===== src/rtl/trce_regs.svh =====
// constants for the transmit rate clock-enable generator
`ifndef TRCE_REGS_SVH
`define TRCE_REGS_SVH
`define TRCE_RATE_W       2
`define TRCE_RATE_10M     2'h0
`define TRCE_RATE_100M    2'h1
`define TRCE_RATE_1G      2'h2
`define TRCE_CNT_W        7
`define TRCE_DIV_100M     7'h0a
`define TRCE_DIV_10M      7'h64
`define TRCE_CNT_ZERO     7'h00
`define TRCE_CNT_ONE      7'h01
`endif


===== src/rtl/trce_pkg.sv =====
// types for the transmit rate clock-enable generator
package trce_pkg;
  typedef struct packed {
    logic [7:0] data;
    logic       dv;
    logic       err;
  } trce_gmii_s;
endpackage


===== src/rtl/trce_div.sv =====
// divider that emits one enable pulse per period
`timescale 1ns/1ps
`default_nettype none
`include "trce_regs.svh"
module trce_div
(
  input  wire logic                    clk_in,
  input  wire logic                    resetn_in,
  input  wire logic                    restart_in,
  input  wire logic [`TRCE_CNT_W-1:0]  period_in,
  output logic                         pulse_out
);
  logic [`TRCE_CNT_W-1:0] cnt_q;
  logic [`TRCE_CNT_W-1:0] cnt_d;

  always_comb
  begin
    cnt_d = cnt_q + `TRCE_CNT_ONE;
    if (restart_in || cnt_d >= period_in)
      cnt_d = `TRCE_CNT_ZERO;
  end

  always_ff @(posedge clk_in)
  begin
    if (!resetn_in)
      cnt_q <= `TRCE_CNT_ZERO;
    else
      cnt_q <= cnt_d;
  end

  // pulse on count zero, evenly spaced
  assign pulse_out = (cnt_q == `TRCE_CNT_ZERO);
endmodule
`default_nettype wire


===== src/rtl/trce_top.sv =====
// transmit rate clock-enable generator with gated (g)mii capture
// ------------------------------------------------------------
// Summary of operation
// - at gigabit rate the enable output is high every cycle.
// - at 100 Mbps the enable is high one cycle in ten.
// - at 10 Mbps the enable is high one cycle in a hundred.
// - the rate selection inputs choose the enable pattern.
// - the enable is generated in the reference clock domain.
// - transmit data is captured only on edges with enable input high.
// - the reference clock, not a transmit clock, registers transmit data.
// - low reset returns all state, counter included, to initial values.
// ------------------------------------------------------------
`timescale 1ns/1ps
`default_nettype none
`include "trce_regs.svh"
module trce_top
(
  input  wire logic                    clk_in,
  input  wire logic                    resetn_in,
  input  wire logic [`TRCE_RATE_W-1:0] rate_in,
  input  wire logic                    ce_sink_in,
  input  wire trce_pkg::trce_gmii_s    tx_in,
  output logic                         ce_source_out,
  output trce_pkg::trce_gmii_s         tx_out
);
  // ------------------------------------------------------------
  // rate tracking
  // ------------------------------------------------------------
  logic [`TRCE_RATE_W-1:0] rate_q;
  logic [`TRCE_RATE_W-1:0] rate_d;
  logic                    restart;
  logic [`TRCE_CNT_W-1:0]  period;
  logic                    pulse;

  always_comb
  begin
    rate_d = rate_in;
  end

  always_ff @(posedge clk_in)
  begin
    if (!resetn_in)
      rate_q <= `TRCE_RATE_1G;
    else
      rate_q <= rate_d;
  end

  // a rate change restarts the count so the new spacing starts clean
  assign restart = (rate_in != rate_q);

  always_comb
  begin
    if (rate_in == `TRCE_RATE_10M)
      period = `TRCE_DIV_10M;
    else if (rate_in == `TRCE_RATE_100M)
      period = `TRCE_DIV_100M;
    else
      period = `TRCE_CNT_ONE;
  end

  // ------------------------------------------------------------
  // enable divider, clocked by the reference clock
  // ------------------------------------------------------------
  trce_div u_div
  (
    .clk_in     (clk_in),
    .resetn_in  (resetn_in),
    .restart_in (restart),
    .period_in  (period),
    .pulse_out  (pulse)
  );

  // combinational so the mac sees it in the same cycle as the count
  assign ce_source_out = pulse;

  // ------------------------------------------------------------
  // gated capture of transmit data
  // ------------------------------------------------------------
  trce_pkg::trce_gmii_s cap_q;
  trce_pkg::trce_gmii_s cap_d;

  always_comb
  begin
    cap_d = cap_q;
    if (ce_sink_in)
      cap_d = tx_in;
  end

  // sink input comes from the loop-back of ce_source_out, gated by block in the testbench
  always_ff @(posedge clk_in)
  begin
    if (!resetn_in)
      cap_q <= '0;
    else
      cap_q <= cap_d;
  end

  assign tx_out = cap_q;

  // ------------------------------------------------------------
  // checks
  // ------------------------------------------------------------
  int unsigned gap_q;
  always_ff @(posedge clk_in)
  begin
    if (!resetn_in || ce_source_out || restart)
      gap_q <= 0;
    else
      gap_q <= gap_q + 1;
  end
endmodule
`default_nettype wire


===== config.mk =====
export PLATFORM = sky130hd
export DESIGN_NAME = trce_top
export DESIGN_NICKNAME = d
export VERILOG_FILES = /design/src/rtl/trce_pkg.sv /design/src/rtl/trce_div.sv /design/src/rtl/trce_top.sv
export VERILOG_INCLUDE_DIRS = /design/src /design/src/rtl
export SDC_FILE = /design/constraint.sdc
export NUM_CORES = 1
export LEC_CHECK = 0
export ABC_AREA = 1
export BUFFER_PORTS_ARGS = -buffer_cell sky130_fd_sc_hd__buf_2
export CORE_UTILIZATION = 40
export CTS_CLUSTER_SIZE = 12
export DETAILED_ROUTE_END_ITERATION = 6
export PLACE_DENSITY = 0.71
export SYNTH_ARGS = -nofsm -noshare
export SYNTH_HDL_FRONTEND = slang
export SYNTH_SLANG_ARGS = --single-unit

===== constraint.sdc =====
create_clock -name clk_in -period 2.3 [get_ports clk_in]
set_input_delay 0.115 -clock clk_in [delete_from_list [all_inputs] [get_ports clk_in]]
set_output_delay 0.115 -clock clk_in [all_outputs]
set_load 0.005 [all_outputs]

-- Word level (Yosys, flattened, before mapping)
Index checks and enable logic that the tools add are counted.
- flip-flop bits (word level): 19
- logic and storage cells: 16
- reductions and logical operators: 4
- $lt $le $gt $ge: 1
- bitwise operators: 1
- add/subtract/negate cells: 1
- multiplexer cells: 2
- equality and inequality tests: 2
- operators by type and width (cell ; count):
    $add A7 B1 Y7 const B ; 1
    $ge A7 B7 Y1 ; 1
    $logic_not A7 Y1 ; 1
    $mux W7 ; 1
    $mux W4 ; 1
    $eq A2 B1 Y1 const B ; 1
    $logic_not A2 Y1 ; 1
    $ne A2 B2 Y1 ; 1
    $reduce_or A2 Y1 ; 1
    $logic_or A1 B1 Y1 ; 1
    $not A1 Y1 ; 1

-- Logic depth before layout (Yosys ltp)
Gate-level depths: netlist (run 1).
- depth in word-level cells: 6
- depth in mapped cells: 12

-- Hierarchy
A second synthesis (run 1) with hierarchy kept.
- cell total of the unflattened synthesis: 132
- area total of the unflattened synthesis: 949.7 µm²
- modules (own cells, without submodules) (module ; cells each ; area an instance (µm²) ; instances):
    trce_div ; 72 ; 496.7 ; 1
    trce_top ; 60 ; 452.9 ; 1

-- Worst setup path after synthesis (run 1)
OpenSTA, ideal clock, no wires.
- kind: register -> register
- from: reg u_div.cnt_q[0]
- to: reg u_div.cnt_q[0]
- setup slack: 0.442 ns
- arrival: 1.792 ns
- setup time: 0.066 ns
- buffers on the path: 0
- clock period less this slack: 1.858 ns
- cell stages (with the launch flop): 11
- path through: dfxtp_1 > ha_1 > nand3_1 > nor2_1 > nand2_1 > xor2_1 > ha_1 > a21o_1 > nor3_1 > nand2_1 > nor2_1
- cells in the longest elaborated chain, start to end: 4
- RTL lines (what ; RTL line ; text):
    start, declared ; trce_div.sv:13 ; logic [`TRCE_CNT_W-1:0] cnt_q;
    start signal, assigned ; trce_div.sv:26 ; cnt_q <= `TRCE_CNT_ZERO;
    start signal, assigned ; trce_div.sv:28 ; cnt_q <= cnt_d;
    $add A7 B1 Y7 (no source line) (*) ; - ;
    $ge A7 B7 Y1 ; trce_div.sv:19 ; if (restart_in || cnt_d >= period_in)
    $logic_or A1 B1 Y1 ; trce_div.sv:19 ;
    $reduce_or A2 Y1 (no source line) ; - ;
Every way passes the cells marked *; elsewhere a longest branch is shown, timed or not.
A chain may end at the register's enable or synchronous reset.

-- Worst setup path after layout (run 1)
- from: reg u_div.cnt_q[0]
- to: reg u_div.cnt_q[5]
The elaborated chain is that of the path after synthesis.

==> summary.md, run 1 <==
| Metric | Value |
|---|---|
| Vias in the first global route | 687 |
| Endpoints failing setup | 0 |
| First drt pass iteration count | 4 |
| Detailed Route WL | 1.64 mm |
| Syn Nets | 141 |
| Syn-to-layout area delta | 19.9% |
| Clock sinks | 19 |
| Top cells by area, synth | dfxtp_1 (43%), nor2_1 (12%), ha_1 (11%) |
| DIE AREA | 0.00243 mm2 |
| Core ar. | 0.00202 mm2 |
| Share of the synthesized area in the top cell type | 42.5% |
| CTS resizes | 0 |
| Pre-CTS WS | 255 ps |
| Fmax | 482 MHz |
| Synthesized area per cell | 7.58 um2 |
| CTS Hold Bufs | 0 |
| Mux contribution to synthesized area | 0% |
| Core Rows | 16 |
| Final Critical Period | 2080 ps |
| LEAKAGE | 0.542 nW |
| Setup_tns | 0 ps |
| Adder-cell share of the synthesized area | 11.2% |
| Max_cap viols | 0 |
| Setup WS post-layout | 224 ps |
| Placer's final routability congestion estimate | 0.834 |
| Layout Skew | 12.4 ps |
| Area of the multi-input gates | 438 um2 |
| Largest net degree at the start of global routing | 14 |
| Synth area leader | dfxtp_1 |
| Port Buffers | 25 |
| Synth Instances | 118 |
| Fin. Hold Viols | 0 |
| Routed len/inst | 9.53 um |
| Worst Path Arrival | 2300 ps |
| First-pass GRT wire length | 2.84 mm |
| Root Driver | clkbuf_4 |
| CP startpoint kind | flop |
| Post-route ant nets | 0 |
| DP HPWL | 1.29 mm |
| Distinct cells, synth | 19 |
| Worst hold path type | primary input to flop |
| Dpl cell area | 0.00105 mm2 |
| Slew Viols, Final | 0 |
| Peak fanout along the critical path | 7 |
| Setup Fix Bufs, Post-CTS | 0 |
| Reg area | 380 um2 |
| CP peak stage delay | 430 ps |
| Layout cells sized above 1 | 22.1% |
| Initial antenna violation count | 0 |
| Pwr Total | 0.596 mW |
| Total CTS buffers | 3 |
| Critical path's slowest cell | dfxtp_1 |
| Required time worst endpoint | 2520 ps |
| Status | completed |
| Initial core utilization | 44.2% |
| Fill count | 227 |
| RSZ-0062 raised after global routing | false |
| Clk_lat worst skew | 290 ps |
| Peak VDD IR | 0.393 mV |
| Overall Global Routing Usage | 15.4% |
| Clock slew at reported path FFs | 110 ps |
| CTS tree | built |
| Max-slew headroom | 83.1% |
| Die height | 49.3 um |
| Worst Setup End Kind | flop |
| Post-layout nets | 169 |
| Slew @ Worst Pin | 252 ps |
| Delay-heaviest family, CP | simple AND/OR/NAND/NOR gates |
| Register area share after synthesis | 42.5% |
| Placed insts | 168 |
| Avg Vias per Cell | 4.43 |
| Cell Area, Synth | 895 um2 |
| Compound-Gate Fraction of Synth Area | 6.99% |
| Synth warn | 0 |
| Crit share post-route | 90.3% |
| H-tree depth | 1 |
| Main combinational cell family by area after synthesis | simple AND/OR/NAND/NOR gates |
| Longest Clk Path Bufs | 2 |
| Post-Synth XOR/XNOR Area | 5.87% |
| Die W | 49.3 um |
| Simple-Gate Fraction of Synth Area | 24.9% |
| # IOs | 26 |
| Critical-path cell list | ha_1, nand3_1, nor2_1, nand2_1, xor2_1, ha_1, a21o_1, nor3_1, nand2_1, nor2_1 |
| Buf/Inv on CP | 0 |
| Detailed-route via count | 762 |
| Layout Cells excl Fill | 172 |
| Design Area, Final | 0.00107 mm2 |
| Remaining DRCs | 0 |
| WS Path Type | flop to flop |
| GRT Residual Overflow | 0 |
| Ant diodes | 0 |
| P per Cell Area | 555 mW/mm2 |
| Iteration-0 DRC count of the detailed router | 13 |
| Number of synthesized register bits | 19 |
[path summary, 6_finish.rpt]
check	start	endpoint	slack [ps]	cells after the start
max reg2reg	u_div.cnt_q[0]	u_div.cnt_q[5]	220	10
min	tx_in[2]	tx_out[2]	40	3
min reg2reg	u_div.cnt_q[0]	u_div.cnt_q[0]	510	1
max	u_div.cnt_q[0]	u_div.cnt_q[5]	220	10
[power by group]
group / internal (mW) / switching [mW] / total (mW)
combinational: 0.0379 / 0.0433 / 0.0812
clock: 0.0675 / 0.0946 / 0.162
sequential: 0.344 / 0.00802 / 0.352
[cells in the final DEF, fill, tap and decap left out, drive strengths merged]
cell and instances:
a21o 1, nand4 1, inv 16, ha 8, clkbuf 4, xnor2 2, xor2 4, or2 1
a21oi 1, buf 25, o21ai 10, clkinv 2, dfxtp 19, nor2 29, nand2 15, nand3 4
nor3 3
[Yosys cell counts]
library cell and instances:
a21o_1 1, a21oi_1 1, clkbuf_1 2, clkinv_1 1
clkinv_2 1, dfxtp_1 19, ha_1 8, inv_1 16
nand2_1 15, nand3_1 3, nand3_2 1, nand4_1 1
nor2_1 29, nor3_1 2, nor3_2 1, o21ai_0 10
or2_2 1, xnor2_1 2, xor2_1 4
[registers in the layout, indices dropped and copies added (netlist names)]
signal       flops
tx_out          10
u_div.cnt_q      7
rate_q           2
[worst min-delay path: stages]
cell and delay [ps]:
buf_2 70, nor2_1 30, nor2_1 80
[cell families (layout without fill, tap and decap cells)]
family,Yosys count,count (layout)
and+or+nand+nor,53,53
adders and majority gates,8,8
xor gates and xnor gates,6,6
AOI/OAI and AO/OA,12,12
buffers and inverters,20,47
DFF,19,19
[stage by stage]
step	utilization, %	hold slack [ps]
finish	53.0	35.4
global route	53.0	37.5
CTS	53.0	32.8
detailed placement	51.7	344
global placement	51.7	336
floorplan	-	208
[final cells by class]
class / instances / area share [%]
clock buffers: 4 / 2.45
multi-input cells: 79 / 40.8
flip-flops and latches: 19 / 35.5
repair buffers: 25 / 11.7
well taps: 27 / 3.15
inverters: 18 / 6.42
[routing by layer]
metal  vias up  global-route usage [%]  part of all wire [%]
met2        21                    24.0                    46
met5         -                       0                     0
met4         0                    8.82                   2.0
met1       322                    18.9                    47
met3         4                    4.05                   4.6
li1        415                       -                     -
Power figures use the tool's default switching activity.
==> run 2: changes to the inputs <==
--- a/config.mk
+++ b/config.mk
@@ -6,12 +6,11 @@
 export SDC_FILE = /design/constraint.sdc
 export NUM_CORES = 1
 export LEC_CHECK = 0
-export ABC_AREA = 1
 export BUFFER_PORTS_ARGS = -buffer_cell sky130_fd_sc_hd__buf_2
 export CORE_UTILIZATION = 40
 export CTS_CLUSTER_SIZE = 12
 export DETAILED_ROUTE_END_ITERATION = 6
-export PLACE_DENSITY = 0.71
+export PLACE_DENSITY = 0.7
 export SYNTH_ARGS = -nofsm -noshare
 export SYNTH_HDL_FRONTEND = slang
 export SYNTH_SLANG_ARGS = --single-unit
==> summary.md, run 2 <==
| Metric | Value |
|---|---|
| CP startpoint kind | flop |
| Max_cap viols | 0 |
| Core Rows | 17 |
| Largest register FFs | 10 |
| Most frequent cell after synthesis | dfxtp_1 |
| Share of the synthesized area in the top cell type | 39.2% |
| Top cells by count, synth | dfxtp_1 (19), mux2i_1 (10), nor2b_1 (10) |
| # IOs | 26 |
| Syn-to-layout area delta | 18.7% |
| Largest net degree at the start of global routing | 14 |
| First drt pass iteration count | 3 |
| Layout cells sized above 1 | 37.4% |
| Layout Skew | 6.30 ps |
| Cell Area, Synth | 970 um2 |
| Setup_tns | 0 ps |
| Post-route ant nets | 0 |
| Simple-Gate Fraction of Synth Area | 22.7% |
| Clock slew at reported path FFs | 110 ps |
| Core ar. | 0.00225 mm2 |
| WS Path Type | flop to flop |
| Die height | 51.2 um |
| DIE AREA | 0.00263 mm2 |
| Max-slew headroom | 76.5% |
| Post-layout nets | 139 |
| Avg Vias per Cell | 4.86 |
| Root Driver | clkbuf_4 |
| Placer's final routability congestion estimate | 0.808 |
| Main combinational cell family by area after synthesis | simple AND/OR/NAND/NOR gates |
| P per Cell Area | 525 mW/mm2 |
| Worst Setup End Kind | flop |
| Iteration-0 DRC count of the detailed router | 5 |
| Routed len/inst | 12.1 um |
| Crit Reg-Reg Endpoint | u_div.cnt_q[5] |
| Most common cell after layout, fill and taps aside | buf_2 |
| R2R Setup Slk | 190 ps |
| H-tree depth | 1 |
| Die W | 51.2 um |
| Peak fanout along the critical path | 7 |
| Status | completed |
| Ant diodes | 0 |
| Cells on Worst Hold Path | 2 |
| Synth warn | 0 |
| GRT Residual Overflow | 0 |
| Final Critical Period | 2110 ps |
| Post-Synth XOR/XNOR Area | 6.32% |
| LEAKAGE | 0.525 nW |
| Initial core utilization | 43.0% |
| Synthesized area per cell | 11.0 um2 |
| Remaining DRCs | 0 |
| Hold Crit Start | rate_in[0] |
| Final Util | 51.1% |
| CTS tree | built |
| Mux contribution to synthesized area | 10.3% |
| Worst hold path type | primary input to flop |
| Slew Viols, Final | 0 |
| Register area share after synthesis | 39.2% |
| Vias in the first global route | 721 |
| Clock sinks | 19 |
| Async set-reset flop share out of synthesis | 0% |
| Number of synthesized register bits | 19 |
| Overall Global Routing Usage | 15.3% |
| Busiest grt layer | met2 |
| Worst Path Arrival | 2350 ps |
| Clk_lat worst skew | 300 ps |
| DP HPWL | 1.40 mm |
| Top cells by area, synth | dfxtp_1 (39%), ha_1 (10%), mux2i_1 (10%) |
| Syn Nets | 111 |
| Slew @ Worst Pin | 350 ps |
| Detailed Route WL | 1.73 mm |
| Adder-cell share of the synthesized area | 10.3% |
| Detailed-route via count | 695 |
| Synth area leader | dfxtp_1 |
| Port Buffers | 25 |
| Compound-Gate Fraction of Synth Area | 9.03% |
| Reg2reg path depth | 8 |
| Met2 usage in global routing | 28.3% |
| Most frequent cells in the layout | buf_2 (25), dfxtp_1 (19), mux2i_1 (10), nor2b_1 (10), ha_1 (7) |
| RSZ-0062 raised after global routing | false |
| Synth Instances | 88 |
| Fmax | 474 MHz |
| Most used DFF post-synth | dfxtp_1 |
| Initial antenna violation count | 0 |
| Peak VDD IR | 0.312 mV |
| Crit share post-route | 91.6% |
| Distinct cells, synth | 28 |
| Hold EP | rate_q[0] |
| Reg2reg start | u_div.cnt_q[0] |
| Met3 Use GR | 2.08% |
| Fin. Hold Viols | 0 |
| First-pass GRT wire length | 2.97 mm |
| Required time worst endpoint | 2540 ps |
| EDFF count, synth | 0 |
| Met1 Usage GRT | 16.2% |
| Endpoints failing setup | 0 |
| Total CTS buffers | 3 |
| Longest Clk Path Bufs | 2 |
-- run 2: metal layers --
| layer | wire length (um) | vias to the layer above |
|---|---|---|
| met4 | 38 | 0 |
| met1 | 739 | 324 |
| met2 | 898 | 15 |
| met5 | 0 | - |
| li1 | - | 351 |
| met3 | 50 | 5 |
-- run 2: worst max-delay path, stage by stage, from the launching register on --
cell	delay [ps]
dfxtp_1	430
ha_2	260
nand2_1	60
nor2_1	110
xor2_1	190
ha_1	310
a2111oi_4	360
o211ai_4	200
nor2b_2	140
-- run 2: area by class of cell --
class	count	area, um2
Clock buffer	3	22.5
Clock inverter	1	5.00
Fill cell	230	1100
Inverter	3	11.3
Multi-Input combinational cell	64	572
Sequential cell	19	380
Tap cell	28	35.0
Timing Repair Buffer	25	125
-- run 2: cell families (layout without fill, tap and decap cells) --
family                   after synthesis  count (layout)
multiplexers                          10              10
XOR/XNOR                               7               7
AO/OA/AOI/OAI                          6               6
AND/OR/NAND/NOR                       33              33
flip-flops                            19              19
buffers and inverters                  5              32
adder cells (fa/ha/maj)                8               8
-- run 2: worst max-delay path by stage --
stage / startpoint / endpoint / slack [ps] / depth (start not counted)
finish: u_div.cnt_q[0] / u_div.cnt_q[5] / 190 / 8
global route: u_div.cnt_q[0] / u_div.cnt_q[2] / 30 / 8
detailed placement: u_div.cnt_q[0] / u_div.cnt_q[2] / 180 / 8
CTS: u_div.cnt_q[0] / u_div.cnt_q[5] / 150 / 8
floorplan: u_div.cnt_q[0] / u_div.cnt_q[2] / 340 / 8
global placement: u_div.cnt_q[0] / u_div.cnt_q[3] / 250 / 8
-- run 2: power breakdown --
group	total, mW	switching, mW	internal (mW)
combinational	0.0880	0.0436	0.0445
sequential	0.350	0.00727	0.343
clock	0.166	0.102	0.0648
-- run 2: what timing repair did --
item,in CTS,in global routing
gates resized for setup,0,1
endpoints found under the setup margin,0,6
buffers inserted,0,0
hold buffers,0,0
-- run 2: per-stage QoR --
step / cell area (um2) / hold slack [ps] / setup WS (ps) / cells / power (mW)
floorplan: 970 / 211 / 344 / 88 / 0.414
global placement: 1120 / 368 / 246 / 139 / 0.444
detailed placement: 1120 / 371 / 182 / 139 / 0.448
CTS: 1150 / 50.1 / 149 / 143 / 0.614
global route: 1150 / 58.5 / 27.9 / 143 / 0.643
finish: 1150 / 52.1 / 192 / 143 / 0.604
